`config.mk`:
```
export PLATFORM = sky130hd
export DESIGN_NAME = bsf_sample_fifo_tagging
export DESIGN_NICKNAME = d
export VERILOG_FILES = /design/src/bsf_pkg.sv /design/src/bsf_sample_fifo.sv /design/src/bsf_link_edges.sv /design/src/bsf_sample_fifo_tagging.sv
export SDC_FILE = /design/constraint.sdc
export NUM_CORES = 1
export LEC_CHECK = 0
export BUFFER_PORTS_ARGS = -buffer_cell sky130_fd_sc_hd__buf_2
export CAP_MARGIN = 25
export CELL_PAD_IN_SITES_DETAIL_PLACEMENT = 0
export CELL_PAD_IN_SITES_GLOBAL_PLACEMENT = 1
export CORE_MARGIN = 2
export CORE_UTILIZATION = 57
export CTS_BUF_LIST = sky130_fd_sc_hd__clkbuf_4
export DETAILED_ROUTE_END_ITERATION = 8
export GPL_ROUTABILITY_DRIVEN = 0
export PLACE_DENSITY = 0.89
export SLEW_MARGIN = 5
export SYNTH_ARGS = -nofsm -noshare
export SYNTH_HDL_FRONTEND = slang
export SYNTH_SLANG_ARGS = --single-unit
export TNS_END_PERCENT = 5
```
`constraint.sdc`:
```
create_clock -name pclk -period 7.35 [get_ports pclk]
set_clock_uncertainty 0.1 [all_clocks]
set_input_delay 0.735 -clock pclk [delete_from_list [all_inputs] [get_ports pclk]]
set_output_delay 0.735 -clock pclk [all_outputs]
set_load 0.02 [all_outputs]
```
`src/bsf_pkg.sv`:
```
package bsf_pkg;

  localparam logic [11:0] ADDR_CTRL      = 12'h000;
  localparam logic [11:0] ADDR_STATUS    = 12'h004;
  localparam int          CTRL_CLR_BIT   = 0;
  localparam int          CTRL_SYNC_BIT  = 1;
  localparam int          CTRL_THR_LSB   = 4;
  localparam int          STAT_ECG_OVF_BIT = 0;
  localparam int          STAT_IMP_OVF_BIT = 1;
  localparam int          STAT_FINT_BIT  = 2;
  localparam int          STAT_ECNT_LSB  = 8;
  localparam int          STAT_BCNT_LSB  = 16;
  localparam logic [2:0]  THR_RESET      = 3'h0;

  localparam int          ECG_DEPTH      = 32;
  localparam int          IMP_DEPTH      = 8;
  localparam int          WORD_W         = 24;
  localparam int          ECG_DATA_W     = 18;
  localparam int          IMP_DATA_W     = 20;

  localparam logic [2:0]  TAG_VALID      = 3'h0;
  localparam logic [2:0]  TAG_EMPTY      = 3'h6;
  localparam logic [2:0]  TAG_OVF        = 3'h7;

  localparam logic [9:0]  FIRST_ADV_EDGE = 10'h020;
  localparam logic [4:0]  BURST_STEP     = 5'h18;
  localparam logic [4:0]  BURST_MAX_N    = 5'h1f;

  typedef struct packed {
    logic [11:0] paddr;
    logic        pwrite;
    logic [31:0] pwdata;
    logic        psel;
    logic        penable;
  } bsf_apb_req_s;

  typedef struct packed {
    logic [31:0] prdata;
    logic        pready;
    logic        pslverr;
  } bsf_apb_rsp_s;

  typedef struct packed {
    logic [ECG_DATA_W-1:0] data;
    logic                  fast;
  } bsf_ecg_sample_s;

  typedef struct packed {
    logic [IMP_DATA_W-1:0] data;
    logic                  out_of_range;
  } bsf_imp_sample_s;

  // bit0 = channel flag (fast / out of range), bit1 = last entry; 10x never built
  function automatic logic [2:0] bsf_tag(input logic ovf, input logic empty,
                                         input logic flag, input logic last);
    logic [2:0] t;
    t = TAG_VALID;
    if (ovf)
      t = TAG_OVF;
    else if (empty)
      t = TAG_EMPTY;
    else
      t = {1'b0, last, flag};
    return t;
  endfunction

endpackage

```
`src/bsf_sample_fifo.sv`:
```
`timescale 1ns/1ps
module bsf_sample_fifo #(
  parameter int DEPTH = 8,
  parameter int W     = 21
) (
  input  wire logic                       clk,
  input  wire logic                       rstn,
  input  wire logic                       clear,
  input  wire logic                       wr_en,
  input  wire logic [W-1:0]               wr_data,
  input  wire logic                       rd_adv,
  output logic      [W-1:0]               head,
  output logic      [$clog2(DEPTH):0]     count,
  output logic                            empty,
  output logic                            ovf
);
  import bsf_pkg::*;

  localparam int AW = $clog2(DEPTH);

  typedef struct packed {
    logic [DEPTH-1:0][W-1:0] mem;
    logic [AW-1:0]           wp;
    logic [AW-1:0]           rp;
    logic [AW:0]             cnt;
    logic                    ovf;
  } bsf_fifo_s;

  bsf_fifo_s r_reg;
  bsf_fifo_s r_next;

  always_comb
  begin
    r_next = r_reg;
    if (clear)
    begin
      r_next.wp  = '0;
      r_next.rp  = '0;
      r_next.cnt = '0;
      r_next.ovf = 1'b0;
    end
    else if (rd_adv && r_reg.cnt != '0)
    begin
      // an entry once passed is gone for good
      r_next.rp  = r_reg.rp + 1'b1;
      r_next.cnt = r_reg.cnt - 1'b1;
    end
    // a sample arriving with a clear lands in the freshly emptied buffer
    if (wr_en)
    begin
      if (r_next.cnt == (AW+1)'(DEPTH))
        r_next.ovf = 1'b1;
      else
      begin
        r_next.mem[r_next.wp] = wr_data;
        r_next.wp  = r_next.wp + 1'b1;
        r_next.cnt = r_next.cnt + 1'b1;
      end
    end
  end

  always_ff @(posedge clk or negedge rstn)
  begin
    if (!rstn)
      r_reg <= '0;
    else
      r_reg <= r_next;
  end

  assign head  = r_reg.mem[r_reg.rp];
  assign count = r_reg.cnt;
  assign empty = (r_reg.cnt == '0);
  assign ovf   = r_reg.ovf;

endmodule

```
`src/bsf_link_edges.sv`:
```
`timescale 1ns/1ps
module bsf_link_edges (
  input  wire logic clk,
  input  wire logic rstn,
  input  wire logic sclk_pin,
  input  wire logic csn_pin,
  input  wire logic sel_pin,
  input  wire logic burst_pin,
  output logic      adv,
  output logic      sel_imp
);
  import bsf_pkg::*;

  typedef struct packed {
    logic [1:0] sclk_s;
    logic       sclk_d;
    logic [1:0] csn_s;
    logic [1:0] sel_s;
    logic [1:0] bst_s;
    logic [9:0] edges;
    logic [4:0] step;
    logic [4:0] nburst;
    logic       adv;
  } bsf_link_s;

  bsf_link_s r_reg;
  bsf_link_s r_next;
  logic      rise;

  always_comb
  begin
    r_next        = r_reg;
    r_next.sclk_s = {r_reg.sclk_s[0], sclk_pin};
    r_next.csn_s  = {r_reg.csn_s[0], csn_pin};
    r_next.sel_s  = {r_reg.sel_s[0], sel_pin};
    r_next.bst_s  = {r_reg.bst_s[0], burst_pin};
    r_next.sclk_d = r_reg.sclk_s[1];
    r_next.adv    = 1'b0;
    rise          = r_reg.sclk_s[1] & ~r_reg.sclk_d;
    if (r_reg.csn_s[1])
    begin
      r_next.edges  = '0;
      r_next.step   = '0;
      r_next.nburst = '0;
    end
    else if (rise)
    begin
      if (r_reg.edges < FIRST_ADV_EDGE)
        r_next.edges = r_reg.edges + 1'b1;
      if (r_reg.edges + 1'b1 == FIRST_ADV_EDGE)
      begin
        r_next.adv  = 1'b1;
        r_next.step = '0;
      end
      else if (r_reg.edges == FIRST_ADV_EDGE && r_reg.bst_s[1]
               && r_reg.nburst < BURST_MAX_N)
      begin
        r_next.step = r_reg.step + 1'b1;
        if (r_reg.step + 1'b1 == BURST_STEP)
        begin
          r_next.adv    = 1'b1;
          r_next.step   = '0;
          r_next.nburst = r_reg.nburst + 1'b1;
        end
      end
    end
  end

  always_ff @(posedge clk or negedge rstn)
  begin
    if (!rstn)
      r_reg <= '{sclk_s: 2'h0, sclk_d: 1'b0, csn_s: 2'h3, sel_s: 2'h0, bst_s: 2'h0,
                 edges: 10'h000, step: 5'h00, nburst: 5'h00, adv: 1'b0};
    else
      r_reg <= r_next;
  end

  assign adv     = r_reg.adv;
  assign sel_imp = r_reg.sel_s[1];

endmodule

```
`src/bsf_sample_fifo_tagging.sv`:
```
`timescale 1ns/1ps
// Operation
// - ecg tag sits in word bits 5..3.
// - ecg sample is 18-bit left-justified two's complement above the tag.
// - ecg sample taken in fast recovery is tagged 001.
// - valid ecg sample that is last in the fifo is tagged 010.
// - fast recovery ecg sample that is last in the fifo is tagged 011.
// - reading an empty ecg fifo returns tag 110.
// - ecg overflow returns tag 111 and sets the ecg overflow status flag.
// - overflow persists until the fifo clear command empties the fifo.
// - resync command restarts channel operation and resets all fifos.
// - impedance fifo is circular, 8 entries of 24 bits; entries here hold 21 bits, padded to 24 on read.
// - impedance fifo has separate read and write pointers; writes are internal.
// - normal read advances the impedance read pointer on sclk rising edge 32.
// - burst read advances on sclk edge 32 plus 24 times n, n up to 31.
// - an entry marked read is never returned again.
// - fill interrupt rises when unread count reaches threshold 1 to 8.
// - write pointer catching read pointer flags impedance overflow and tags.
// - impedance word: 20-bit sample, one zero bit, tag in bits 2..0.
// - valid impedance sample is tagged 000.
// - out-of-range impedance sample tagged 001, or 011 when last.
// - empty impedance fifo read returns tag 110.
// - impedance overflow returns tag 111.
module bsf_sample_fifo_tagging (
  input  wire logic                      pclk,
  input  wire logic                      presetn,
  input  wire bsf_pkg::bsf_apb_req_s     apb_req,
  output bsf_pkg::bsf_apb_rsp_s          apb_rsp,
  input  wire logic                      ecg_wr,
  input  wire bsf_pkg::bsf_ecg_sample_s  ecg_sample,
  input  wire logic                      imp_wr,
  input  wire bsf_pkg::bsf_imp_sample_s  imp_sample,
  input  wire logic                      link_sclk,
  input  wire logic                      link_csn,
  input  wire logic                      link_sel_imp,
  input  wire logic                      link_burst,
  output logic [bsf_pkg::WORD_W-1:0]     read_word,
  output logic                           ecg_overflow_flag,
  output logic                           impedance_overflow_flag,
  output logic                           impedance_fill_interrupt,
  output logic                           channel_restart
);
  import bsf_pkg::*;

  localparam int EW = ECG_DATA_W + 1;
  localparam int BW = IMP_DATA_W + 1;
  localparam int EC = $clog2(ECG_DEPTH) + 1;
  localparam int BC = $clog2(IMP_DEPTH) + 1;

  typedef struct packed {
    bsf_apb_rsp_s        rsp;
    logic [2:0]          thr;
    logic                fifo_clr;
    logic                restart;
    logic                ecg_flag;
    logic                imp_flag;
    logic                fint;
    logic [WORD_W-1:0]   word;
  } bsf_top_s;

  bsf_top_s        r_reg;
  bsf_top_s        r_next;

  logic            adv;
  logic            sel_imp;
  logic [EW-1:0]   ecg_head;
  logic [EC-1:0]   ecg_count;
  logic            ecg_empty;
  logic            ecg_ovf;
  logic [BW-1:0]   imp_head;
  logic [BC-1:0]   imp_count;
  logic            imp_empty;
  logic            imp_ovf;
  logic            ecg_adv;
  logic            imp_adv;
  logic            ecg_last;
  logic            imp_last;
  logic [2:0]      ecg_tag;
  logic [2:0]      imp_tag;
  logic [WORD_W-1:0] ecg_word;
  logic [WORD_W-1:0] imp_word;
  logic            access;
  logic            done;
  logic            hit_ctrl;
  logic            hit_stat;
  logic [31:0]     rdata;
  logic [BC-1:0]   thr_count;

  bsf_link_edges u_link (
    .clk       (pclk),
    .rstn      (presetn),
    .sclk_pin  (link_sclk),
    .csn_pin   (link_csn),
    .sel_pin   (link_sel_imp),
    .burst_pin (link_burst),
    .adv       (adv),
    .sel_imp   (sel_imp)
  );

  // only the selected fifo moves, and an empty one never does
  assign ecg_adv = adv & ~sel_imp & ~ecg_empty;
  assign imp_adv = adv & sel_imp & ~imp_empty;

  bsf_sample_fifo #(
    .DEPTH (ECG_DEPTH),
    .W     (EW)
  ) u_ecg_fifo (
    .clk     (pclk),
    .rstn    (presetn),
    .clear   (r_reg.fifo_clr),
    .wr_en   (ecg_wr),
    .wr_data (ecg_sample),
    .rd_adv  (ecg_adv),
    .head    (ecg_head),
    .count   (ecg_count),
    .empty   (ecg_empty),
    .ovf     (ecg_ovf)
  );

  bsf_sample_fifo #(
    .DEPTH (IMP_DEPTH),
    .W     (BW)
  ) u_imp_fifo (
    .clk     (pclk),
    .rstn    (presetn),
    .clear   (r_reg.fifo_clr),
    .wr_en   (imp_wr),
    .wr_data (imp_sample),
    .rd_adv  (imp_adv),
    .head    (imp_head),
    .count   (imp_count),
    .empty   (imp_empty),
    .ovf     (imp_ovf)
  );

  assign ecg_last = (ecg_count == EC'(1));
  assign imp_last = (imp_count == BC'(1));

  assign ecg_tag = bsf_tag(ecg_ovf, ecg_empty, ecg_head[0], ecg_last);
  assign imp_tag = bsf_tag(imp_ovf, imp_empty, imp_head[0], imp_last);

  // empty words carry no sample bits so stale data never leaks out
  always_comb
  begin
    ecg_word = '0;
    imp_word = '0;
    if (!ecg_empty)
      ecg_word[WORD_W-1 -: ECG_DATA_W] = ecg_head[EW-1:1];
    ecg_word[5:3] = ecg_tag;
    if (!imp_empty)
      imp_word[WORD_W-1 -: IMP_DATA_W] = imp_head[BW-1:1];
    imp_word[3]   = 1'b0;
    imp_word[2:0] = imp_tag;
  end

  // threshold field 0..7 stands for 1..8 unread entries
  assign thr_count = BC'(r_reg.thr) + BC'(1);

  assign access   = apb_req.psel & apb_req.penable;
  assign done     = access & r_reg.rsp.pready;
  assign hit_ctrl = (apb_req.paddr == ADDR_CTRL);
  assign hit_stat = (apb_req.paddr == ADDR_STATUS);

  always_comb
  begin
    rdata = '0;
    if (hit_ctrl)
      rdata[CTRL_THR_LSB +: 3] = r_reg.thr;
    else if (hit_stat)
    begin
      rdata[STAT_ECG_OVF_BIT]     = r_reg.ecg_flag;
      rdata[STAT_IMP_OVF_BIT]     = r_reg.imp_flag;
      rdata[STAT_FINT_BIT]        = r_reg.fint;
      rdata[STAT_ECNT_LSB +: EC]  = ecg_count;
      rdata[STAT_BCNT_LSB +: BC]  = imp_count;
    end
  end

  always_comb
  begin
    r_next             = r_reg;
    r_next.fifo_clr    = 1'b0;
    r_next.restart     = 1'b0;
    // one wait state: pready rises in the second access cycle
    r_next.rsp.pready  = access & ~r_reg.rsp.pready;
    r_next.rsp.pslverr = access & ~r_reg.rsp.pready & ~(hit_ctrl | hit_stat);
    r_next.rsp.prdata  = '0;
    if (access && !r_reg.rsp.pready && !apb_req.pwrite)
      r_next.rsp.prdata = rdata;
    if (done && apb_req.pwrite && hit_ctrl)
    begin
      r_next.thr = apb_req.pwdata[CTRL_THR_LSB +: 3];
      if (apb_req.pwdata[CTRL_CLR_BIT])
        r_next.fifo_clr = 1'b1;
      if (apb_req.pwdata[CTRL_SYNC_BIT])
      begin
        r_next.fifo_clr = 1'b1;
        r_next.restart  = 1'b1;
      end
    end
    // flags follow the fifos, which hold overflow until cleared
    r_next.ecg_flag = ecg_ovf;
    r_next.imp_flag = imp_ovf;
    r_next.fint = (imp_count >= thr_count);
    r_next.word = sel_imp ? imp_word : ecg_word;
  end

  always_ff @(posedge pclk or negedge presetn)
  begin
    if (!presetn)
      r_reg <= '{rsp: '0, thr: THR_RESET, fifo_clr: 1'b0, restart: 1'b0,
                 ecg_flag: 1'b0, imp_flag: 1'b0, fint: 1'b0, word: '0};
    else
      r_reg <= r_next;
  end

  assign apb_rsp                  = r_reg.rsp;
  assign read_word                = r_reg.word;
  assign ecg_overflow_flag        = r_reg.ecg_flag;
  assign impedance_overflow_flag  = r_reg.imp_flag;
  assign impedance_fill_interrupt = r_reg.fint;
  assign channel_restart          = r_reg.restart;

endmodule

```
## Word level (Yosys, flattened, before mapping)

Index checks and enable logic that the tools add are counted.

- Add/subtract/negate cells: 12
- Eq/ne operators: 9
- Reduce and logical (&&, ||, !) cells: 29
- Mux-type cells: 55
- Divide/modulo/power cells: 0
- Shift-type cells: 0
- Magnitude comparators: 9
- Multiply operators: 0
- Bitwise logic cells: 18

Operators by type and width:

| cell | number |
|---|---|
| $bwmux 608 | 1 |
| $bwmux 168 | 1 |
| $bmux 19 s5 | 1 |
| $demux 19 s5 | 1 |
| $bmux 21 s3 | 1 |
| $demux 21 s3 | 1 |
| $mux 21 | 3 |
| $mux 20 | 3 |
| $mux 11 | 4 |
| $mux 19 | 2 |
| $mux 3 | 10 |
| $mux 5 | 6 |
| $mux 24 | 1 |
| $mux 7 | 3 |
| $add 5x1->5 const B | 4 |
| $eq 10x6->1 const B | 2 |
| $mux 18 | 1 |
| $mux 6 | 3 |
| $eq 12x3->1 const B | 1 |
| $logic_not 12->1 | 1 |
| $lt 5x6->1 const B | 2 |
| $mux 4 | 3 |
| $reduce_bool 2->1 | 6 |
| $add 10x1->10 const B | 1 |
| other kinds (33) | 70 |

- Memory bits (writable): 0
- Bits of input ports: 95
- ROM bits: 0
- Memories kept: 0
- Bits in registers: 900
- Output and inout port bits: 62
- Bits in latches: 0

## Depth between registers and ports, before layout

Gate-level depths: netlist of the first run.

- Depth after elaboration: 9
- Gate-level depth with buffers: 14
- Gate-level depth less buffers: 12

## Cells and area by module

A second synthesis of the first run with hierarchy kept.

- Cells, all modules: 2,846
- Area total of the unflattened synthesis: 41,807.6 µm²

By module, submodules not included:

| module | instances | cells each | area an instance (µm²) | sequential area each (µm²) |
|---|---|---|---|---|
| bsf_sample_fifo (u_ecg_fifo) | 1 | 1,976 | 29,559.6 | 15,640.0 |
| bsf_sample_fifo (u_imp_fifo) | 1 | 522 | 8,356.8 | 4,479.3 |
| bsf_sample_fifo_tagging | 1 | 202 | 2,386.0 | 1,251.2 |
| bsf_link_edges | 1 | 146 | 1,505.2 | 753.2 |

## Worst setup path before layout of the first run

Ideal clock, no wire load.

- Kind: reg-to-reg
- Start point: register u_ecg_fifo.r_reg (netlist bit u_ecg_fifo.count[2])
- End point: register u_ecg_fifo.r_reg[63] in the netlist's numbering
- Required time: 7,122 ps
- Arrival: 3,135 ps
- Stages on the path, launching flop included: 14
- Path slack: 3,988 ps
- Cell sequence: dfrtp_1 > buf_2 > nor4_4 > a21oi_1 > xnor2_1 > nor2_1 > inv_1 > ha_1 > and4b_1 > and3_1 > buf_6 > nor3_4 > buf_6 > mux2_1

- Word-level cells in the longest chain between the ends: 9

RTL lines:

| what | line | text |
|---|---|---|
| from (decl) | bsf_sample_fifo.sv:29 | `bsf_fifo_s r_reg;` |
| from (signal assigned) | bsf_sample_fifo.sv:67 | `r_reg <= r_next;` |
| parallel branches: the longest is 4 deep, another holds $sub 6x1->6 | - |  |
| $mux 11 * | bsf_sample_fifo.sv:42 | `else if (rd_adv && r_reg.cnt != '0)` |
| $mux 11 * | bsf_sample_fifo.sv:35 | `if (clear)` |
| $eq 6x6->1 * | bsf_sample_fifo.sv:51 | `if (r_next.cnt == (AW+1)'(DEPTH))` |
| $not 1->1 (no source line) * | - |  |
| $reduce_and 2->1 (no source line) * | - |  |

Mark *: on every way between the ends. The select of a mux whose other input is x is not followed.
A chain may end at the register's enable or synchronous reset.

## Worst setup path in the final report of the first run

- Start point: register u_link.r_reg (netlist bit u_link.adv)
- End point: register u_ecg_fifo.r_reg[392] in the netlist's numbering

- Word-level cells in the longest chain between the ends: 8

RTL lines:

| what | line | text |
|---|---|---|
| from (decl) | bsf_link_edges.sv:26 | `bsf_link_s r_reg;` |
| from (signal assigned) | bsf_link_edges.sv:72 | `r_reg <= '{sclk_s: 2'h0, sclk_d: 1'b0, csn_s: 2'h3, sel_s: 2'h0, bst_s: 2'h0,` |
| from (signal assigned) | bsf_link_edges.sv:75 | `r_reg <= r_next;` |
| $and 1x1->1 (2 in a row) | bsf_sample_fifo_tagging.sv:101 | `assign ecg_adv = adv & ~sel_imp & ~ecg_empty;` |
| $logic_and 1x1->1 | bsf_sample_fifo.sv:42 |  |
| $mux 11 | bsf_sample_fifo.sv:42 |  |
| $mux 11 | bsf_sample_fifo.sv:35 |  |
| $eq 6x6->1 | bsf_sample_fifo.sv:51 |  |
| $not 1->1 (no source line) | - |  |
| $reduce_and 2->1 (no source line) | - |  |

Every way passes these cells. The select of a mux whose other input is x is not followed.

==> results of run 1 <==
cells in the mapped netlist, types with 3 or more instances:
| library cell | instances | area (um2) |
|---|---|---|
| ha_1 | 24 | 300.3 |
| a32o_1 | 469 | 4695 |
| buf_6 | 5 | 56.30 |
| nor4_1 | 7 | 43.79 |
| o21a_1 | 3 | 22.52 |
| mux2i_1 | 65 | 650.6 |
| dfrtp_1 | 882 | 22070 |
| and3_1 | 68 | 425.4 |
| a21o_1 | 4 | 30.03 |
| nor3_1 | 16 | 80.08 |
| buf_4 | 62 | 465.5 |
| clkbuf_1 | 218 | 818.3 |
| nand4_1 | 13 | 81.33 |
| o21ai_0 | 14 | 70.07 |
| xor2_1 | 12 | 105.1 |
| mux2_1 | 25 | 281.5 |
| xnor2_1 | 20 | 175.2 |
| inv_1 | 20 | 75.07 |
| buf_2 | 85 | 425.4 |
| o211ai_1 | 3 | 22.52 |
| and2_1 | 22 | 137.6 |
| nand3b_1 | 3 | 22.52 |
| a22o_1 | 3 | 26.28 |
| mux2_2 | 288 | 3243 |
| or3_1 | 28 | 175.2 |
| a21oi_1 | 9 | 45.04 |
| nor2_1 | 63 | 236.5 |
| nand2b_1 | 7 | 43.79 |
| nand3_2 | 3 | 30.03 |
| nor2b_1 | 48 | 300.3 |
| nand3_1 | 30 | 150.1 |
| buf_1 | 26 | 97.59 |
| nand2_1 | 43 | 161.4 |
| a211oi_1 | 73 | 548.0 |
| or4_1 | 3 | 22.52 |
| mux4_2 | 194 | 4369 |
| nand4_2 | 7 | 87.58 |
| nor3b_1 | 3 | 22.52 |
how the worst max path moves through the flow:
| stage | slack (ns) | depth (start not counted) | endpoint | start |
|---|---|---|---|---|
| 6_report | 2.11 | 11 | u_ecg_fifo.r_reg[392] | u_link.adv |
| 5_1_grt | 1.86 | 11 | u_ecg_fifo.r_reg[579] | u_link.adv |
| 3_3_place_gp | 2.50 | 11 | u_ecg_fifo.r_reg[334] | u_link.sel_imp |
| 4_1_cts | 2.28 | 11 | u_ecg_fifo.r_reg[598] | u_link.sel_imp |
| 2_1_floorplan | 3.99 | 13 | u_ecg_fifo.r_reg[63] | u_ecg_fifo.count[2] |
| 3_5_place_dp | 2.37 | 11 | u_ecg_fifo.r_reg[125] | u_link.sel_imp |
final cells by class:
type                    count  area share, %
flip-flops and latches    884          49.33
multi-input cells        1614          38.16
clock buffers             305          5.102
repair buffers            236          3.959
well taps                 950          2.649
clock inverters            49         0.5855
inverters                  20         0.1673
diodes                      9        0.05018
critical path, cell delays in order, from the launching register on:
cell,delay (ns)
dfrtp_1,0.65
nand2b_1,0.23
a21oi_1,0.69
xnor2_1,0.13
nor2_1,0.23
inv_1,0.08
ha_1,0.19
and4b_1,0.24
nand3_4,0.53
buf_4,0.71
buf_4,0.90
a32o_1,0.29
layer usage:
metal	vias up	part of all wire [%]
li1	11580	-
met1	14880	36
met2	1813	48
met3	444	10
met4	4	5.7
met5	-	0.016
cell families (layout without fill, tap and decap cells):
| group | Yosys count | in the layout |
|---|---|---|
| flip-flops | 884 | 884 |
| AND/OR/NAND/NOR | 375 | 375 |
| XOR/XNOR | 32 | 32 |
| buffers and inverters | 416 | 610 |
| adder cells (fa/ha/maj) | 24 | 24 |
| other | 1 | 25 |
| multiplexers | 573 | 573 |
| AO/OA/AOI/OAI | 594 | 594 |
power groups by stage:
| stage | combinational [mW] | clock, mW | sequential [mW] |
|---|---|---|---|
| 4_1_cts | 4.91 | 3.94 | 7.84 |
| 2_1_floorplan | 3.75 | 0 | 7.53 |
| 6_report | 4.97 | 3.89 | 7.90 |
| 3_5_place_dp | 4.88 | 0 | 7.93 |
| 3_3_place_gp | 4.62 | 0 | 7.69 |
| 5_1_grt | 5.26 | 4.22 | 8.08 |
through the flow:
step	util (%)	setup slack [ns]	hold WS, ns	total power [mW]	instances
3_5_place_dp	58.40	2.369	0.2347	12.81	3645
3_3_place_gp	58.36	2.503	0.2386	12.31	3644
6_report	62.89	2.106	0.07188	16.76	4067
5_1_grt	62.88	1.859	0.05471	17.57	4066
4_1_cts	62.78	2.278	0.0005207	16.69	4056
2_1_floorplan	-	3.988	0.2312	11.28	2914
==> metrics.md, run 1 <==
| Metric | Value |
|---|---|
| Status | finished clean |
| Hold Vio Cnt, Final | 0 |
| Critical Path RT | 8.22 ns |
| Setup Buffers After CTS | 0 |
| Drt first-iter violations | 3681 |
| Slew Limit Fails | 0 |
| Skew-Pair Late Insertion Delay | 1.08 ns |
| Post-Syn Area | 40960 um2 |
| I/O pins | 157 |
| Crit path time final | 5.244 ns |
| Worst setup path category | flop to flop |
| Slew headroom | 20.12% |
| Slew @ Worst Pin | 1.198 ns |
| Setup Viol. Count Final | 0 |
| Hold bufs inserted after CTS | 57 |
| Die area | 74010 um2 |
| CTS H-tree depth | 4 |
| Achievable Freq | 190.7 MHz |
| Main synth FF type | dfrtp_1 |
| Met2 usage | 50.52% |
| Filler instances | 5243 |
| Die X | 272.1 um |
| R2r endpoint | u_ecg_fifo.r_reg[392] |
| Clock root buffer | clkbuf_4 |
| Synth Instances | 2899 |
| Fin crit share | 71.35% |
| CTS tree | built |
| Per-cell routed wire length | 28.77 um |
| Pint | 11.33 mW |
| Synth cell types | 61 |
| Final Net Count | 3090 |
| Finished layout cell area | 44880 um2 |
| Layout cells sized above 1 | 33.33% |
| Initial Utilization | 57.39% |
| YS warnings | 0 |
| Pin count of the biggest net entering global routing | 195 |
| Grt met3 use | 8.604% |
| Post-Synth Simple-Gate Area | 5.245% |
| Hold EP | apb_rsp[8] |
| Post-synth EDFFs | 0 |
| Maxcap violations | 0 |
| Vias in the first global route | 29920 |
| Most common cell after layout, fill and taps aside | dfrtp_1 |
| Area Overhead vs Synth | 9.577% |
| Port bufs | 113 |
| Avg Inst Size Synth | 14.13 um2 |
| RR Startpoint | u_link.adv |
| Hold Path Depth | 5 |
| Core area | 71360 um2 |
| Pwr dens | 373.3 nW/um2 |
| DR vias | 28720 |
| Antenna Nets Post-Route | 0 |
| Synth Area in Compound Gates | 13.68% |
| TritonRoute pass-1 iters | 9 |
| Clock share of power | 23.2% |
| Max reg flops | 618 |
| Largest family of logic cells by synthesized area | multiplexers |
| Most frequent cells in the layout | dfrtp_1, a32o_1, clkbuf_4, mux2_2, mux4_2 |
| Row cnt | 98 |
| GR Util met1 | 39.96% |
| Total CTS buffers | 215 |
| Unrepaired setup endpoints after global routing | false |
| #FFs+latches synth | 884 |
| Startpoint types | flop |
| Post-DP HPWL | 66.38 mm |
| Mux share of post-synthesis cell area | 20.90% |
| Number of gates resized after cts | 0 |
| Switching portion of total power | 32.40% |
| Seq pwr share | 47.1% |
| GRT Residual Overflow | 0 |
| Synth Area in Adders | 0.7332% |
| CP endpoint kind | flop |
| Leak | 19.20 nW |
| Seq/Total Area, Yosys | 54.02% |
| XOR/XNOR share of the synthesized area | 0.6843% |
| Max IR drop VDD | 215.8 uV |
| Post-route DRC | 0 |
| Hold Crit Class | input port to flop |
| Dpl cell area | 41680 um2 |
| Fin Setup TNS | 0 ns |
| Total GRT Usage | 31.95% |
| CTS Sinks | 884 |
| Clock transition at the registers of the reported paths | 0.06 ns |
| Hold Crit Start | apb_req[46] |
| Area of the multi-input gates | 17120 um2 |
| Reg-to-reg slack, setup | 2.11 ns |
| Initial antenna violation count | 7 |
| Clock Path Buffers | 3 |
| Vias per Instance | 7.061 |
| FF/Latch Area | 22140 um2 |
| Crit path DAT | 6.11 ns |
| Busiest metal layer after global routing | met2 |
| Comb power frac | 29.6% |
| First-pass GRT wire length | 177.8 mm |
| Sw Pwr | 5.429 mW |
| Die height | 272.1 um |
| R2r worst-path depth | 11 |
| Critical Path Fanout Max | 99 |
| Synth async-reset ratio | 100.0% |
| Final WL | 117.0 mm |
Note: power is estimated with default switching activity, not from simulation.
==> run 2, diff against run 1 <==
Settings changed: CORE_UTILIZATION 57 to 54, PLACE_DENSITY 0.89 to 0.85.
Clock period 7.35 ns to 5.4 ns, I/O delays scaled along.
==> metrics.md, run 2 (synthesized netlist as in run 1, its figures left out) <==
| Metric | Value |
|---|---|
| Status | finished clean |
| DR vias | 29040 (+1.1%) |
| Cell family with most CP delay | simple AND/OR/NAND/NOR gates |
| FF/Latch Area | 22140 um2 (unchanged) |
| Pre-CTS WS | 1.009 ns (-1.360 ns) |
| CTS Sinks | 884 (unchanged) |
| Total GRT Usage | 31.12% (-0.83 points) |
| CP max-delay cell | a21oi_1 |
| Worst hold slack | 0.1038 ns (+0.03190 ns) |
| Clock transition at the registers of the reported paths | 0.07 ns (about the same) |
| Fin crit share | 83.26% (+12 points) |
| Clock Path Buffers | 3 (unchanged) |
| Row cnt | 100 (+2.0%) |
| Final WL | 120.1 mm (+2.6%) |
| First-pass GRT wire length | 183.1 mm (+3.0%) |
| TritonRoute pass-1 iters | 8 (-1) |
| Vias in the first global route | 30360 (+1.5%) |
| Total CTS buffers | 221 (+2.8%) |
| Initial Utilization | 54.74% (-2.7 points) |
| Die X | 279.4 um (+2.7%) |
| Hold Vio Cnt, Final | 0 (unchanged) |
| GRT Residual Overflow | 0 (unchanged) |
| Hold Crit Class | input port to async pin |
| Pwr dens | 506.9 nW/um2 (+36%) |
| Leak | 19.65 nW (+2.4%) |
| Die area | 78060 um2 (+5.5%) |
| Most common cell after layout, fill and taps aside | dfrtp_1 |
| Antenna Nets Post-Route | 0 (unchanged) |
| Area of the multi-input gates | 17040 um2 (-0.50%) |
| Per-cell routed wire length | 28.79 um (+0.10%) |
| WP buf/inv | 2 (-1) |
| Critical Path Fanout Max | 15 (-85%) |
| Filler instances | 5622 (+7.2%) |
| Port bufs | 113 (unchanged) |
| CTS tree | built |
| Crit path DAT | 5.29 ns (-0.82 ns) |
| Worst setup path category | flop to flop |
| Slew Limit Fails | 0 (unchanged) |
| Setup Buffers After CTS | 0 (unchanged) |
| Core area | 74820 um2 (+4.8%) |
| Maxcap violations | 0 (unchanged) |
| Final WS setup | 0.9041 ns (-1.202 ns) |
| Clock root buffer | clkbuf_4 |
| Crit-path max cell delay | 0.66 ns (-0.24 ns) |
| Area Overhead vs Synth | 11.35% |
| Fin Setup TNS | 0 ns (unchanged) |
| Crit path time final | 4.496 ns (-0.7481 ns) |
| Setup Viol. Count Final | 0 (unchanged) |
| Final Net Count | 3168 (+2.5%) |
| CP endpoint kind | flop |
| Achievable Freq | 222.4 MHz (+17%) |
| Max reg flops | 618 (unchanged) |
| Initial antenna violation count | 12 (+5) |
| Critical Path RT | 6.19 ns (-2.03 ns) |
| Post-DP HPWL | 72.71 mm (+9.5%) |
| Slew headroom | 31.05% (+11 points) |
| Unrepaired setup endpoints after global routing | false |
| CP cell instances | nand2b_1 -> a21oi_1 -> xnor2_1 -> nor2_1 -> inv_1 -> ha_1 -> and4b_1 -> and3_1 -> nor3b_2 -> buf_4 -> mux2_2 |
| Layout cells sized above 1 | 34.50% (+1.2 points) |
| Post-route DRC | 0 (unchanged) |
| Slew @ Worst Pin | 1.034 ns (-0.1639 ns) |
| Most frequent cells in the layout | dfrtp_1, a32o_1, clkbuf_4, mux2_2, mux4_2 |
| Pin count of the biggest net entering global routing | 178 (-8.7%) |
| Max IR drop VDD | 316.8 uV (+47%) |
| Drt first-iter violations | 3344 (-9.2%) |
| Skew-Pair Late Insertion Delay | 1.05 ns (-0.03 ns) |
| CTS H-tree depth | 4 (unchanged) |
| I/O pins | 157 (unchanged) |
| Die height | 279.4 um (+2.7%) |
| Vias per Instance | 6.964 (-1.4%) |
| Startpoint types | flop |
[run 2: cell count changes in the layout (fill, tap and decap cells not counted), sizes merged, moves of 3 or more]
cell / before / now
clkinvlp: 4 / 1
dlygate4sd3: 57 / 73
clkbuf: 305 / 333
clkinv: 39 / 26
buf: 179 / 234
[run 2: layout make-up]
type / count / area share (%)
clock buffers: 332 / 5.465
repair buffers: 308 / 5.224
well taps: 969 / 2.659
clock inverters: 36 / 0.5405
multi-input cells: 1614 / 37.36
flip-flops and latches: 884 / 48.55
diodes: 7 / 0.03841
inverters: 20 / 0.1646
[run 2: report_power, final]
group	internal, mW	switching (mW)	total [mW]
clock network	2.91	2.67	5.58
logic	3.51	3.27	6.78
registers	9.28	1.48	10.8
[run 2: repair_timing]
item | in CTS | in global routing
hold endpoints to repair | 456 | 0
gates resized for setup | 0 | 0
hold buffers | 73 | 0
[run 2: per-stage QoR]
step | instance area [um2] | utilization [%] | total power, mW | std cells
finish | 45600 | 60.95 | 23.12 | 4170
global route | 45600 | 60.94 | 24.25 | 4168
CTS | 45580 | 60.92 | 23.07 | 4162
detailed placement | 42110 | 56.28 | 17.45 | 3721
global placement | 42100 | 56.27 | 16.84 | 3720
floorplan | 41010 | - | 15.35 | 2914
[run 2: routing by layer]
layer | global-route usage [%] | share of wire, % | up-vias
li1 | - | - | 11750
met1 | 39.42 | 38 | 15130
met2 | 48.32 | 47 | 1748
met3 | 9.458 | 11 | 412
met4 | 16.82 | 5.2 | 4
met5 | 0 | 0.022 | -
[run 2: path summary, 6_finish.rpt]
check / from / endpoint / slack, ns / depth (start not counted)
min in group pclk: apb_req[40] / apb_rsp[0] / 0.24 / 4
worst max register to register: u_link.sel_imp / u_ecg_fifo.r_reg[38] / 0.90 / 11
worst min-delay path: presetn / u_imp_fifo.r_reg[22] / 0.10 / 2
max in group asynchronous: presetn / u_ecg_fifo.r_reg[542] / 3.73 / 3
worst max-delay path: u_link.sel_imp / u_ecg_fifo.r_reg[38] / 0.90 / 11
worst min register to register: u_link.r_next[29] / u_link.r_next[27] / 0.26 / 0
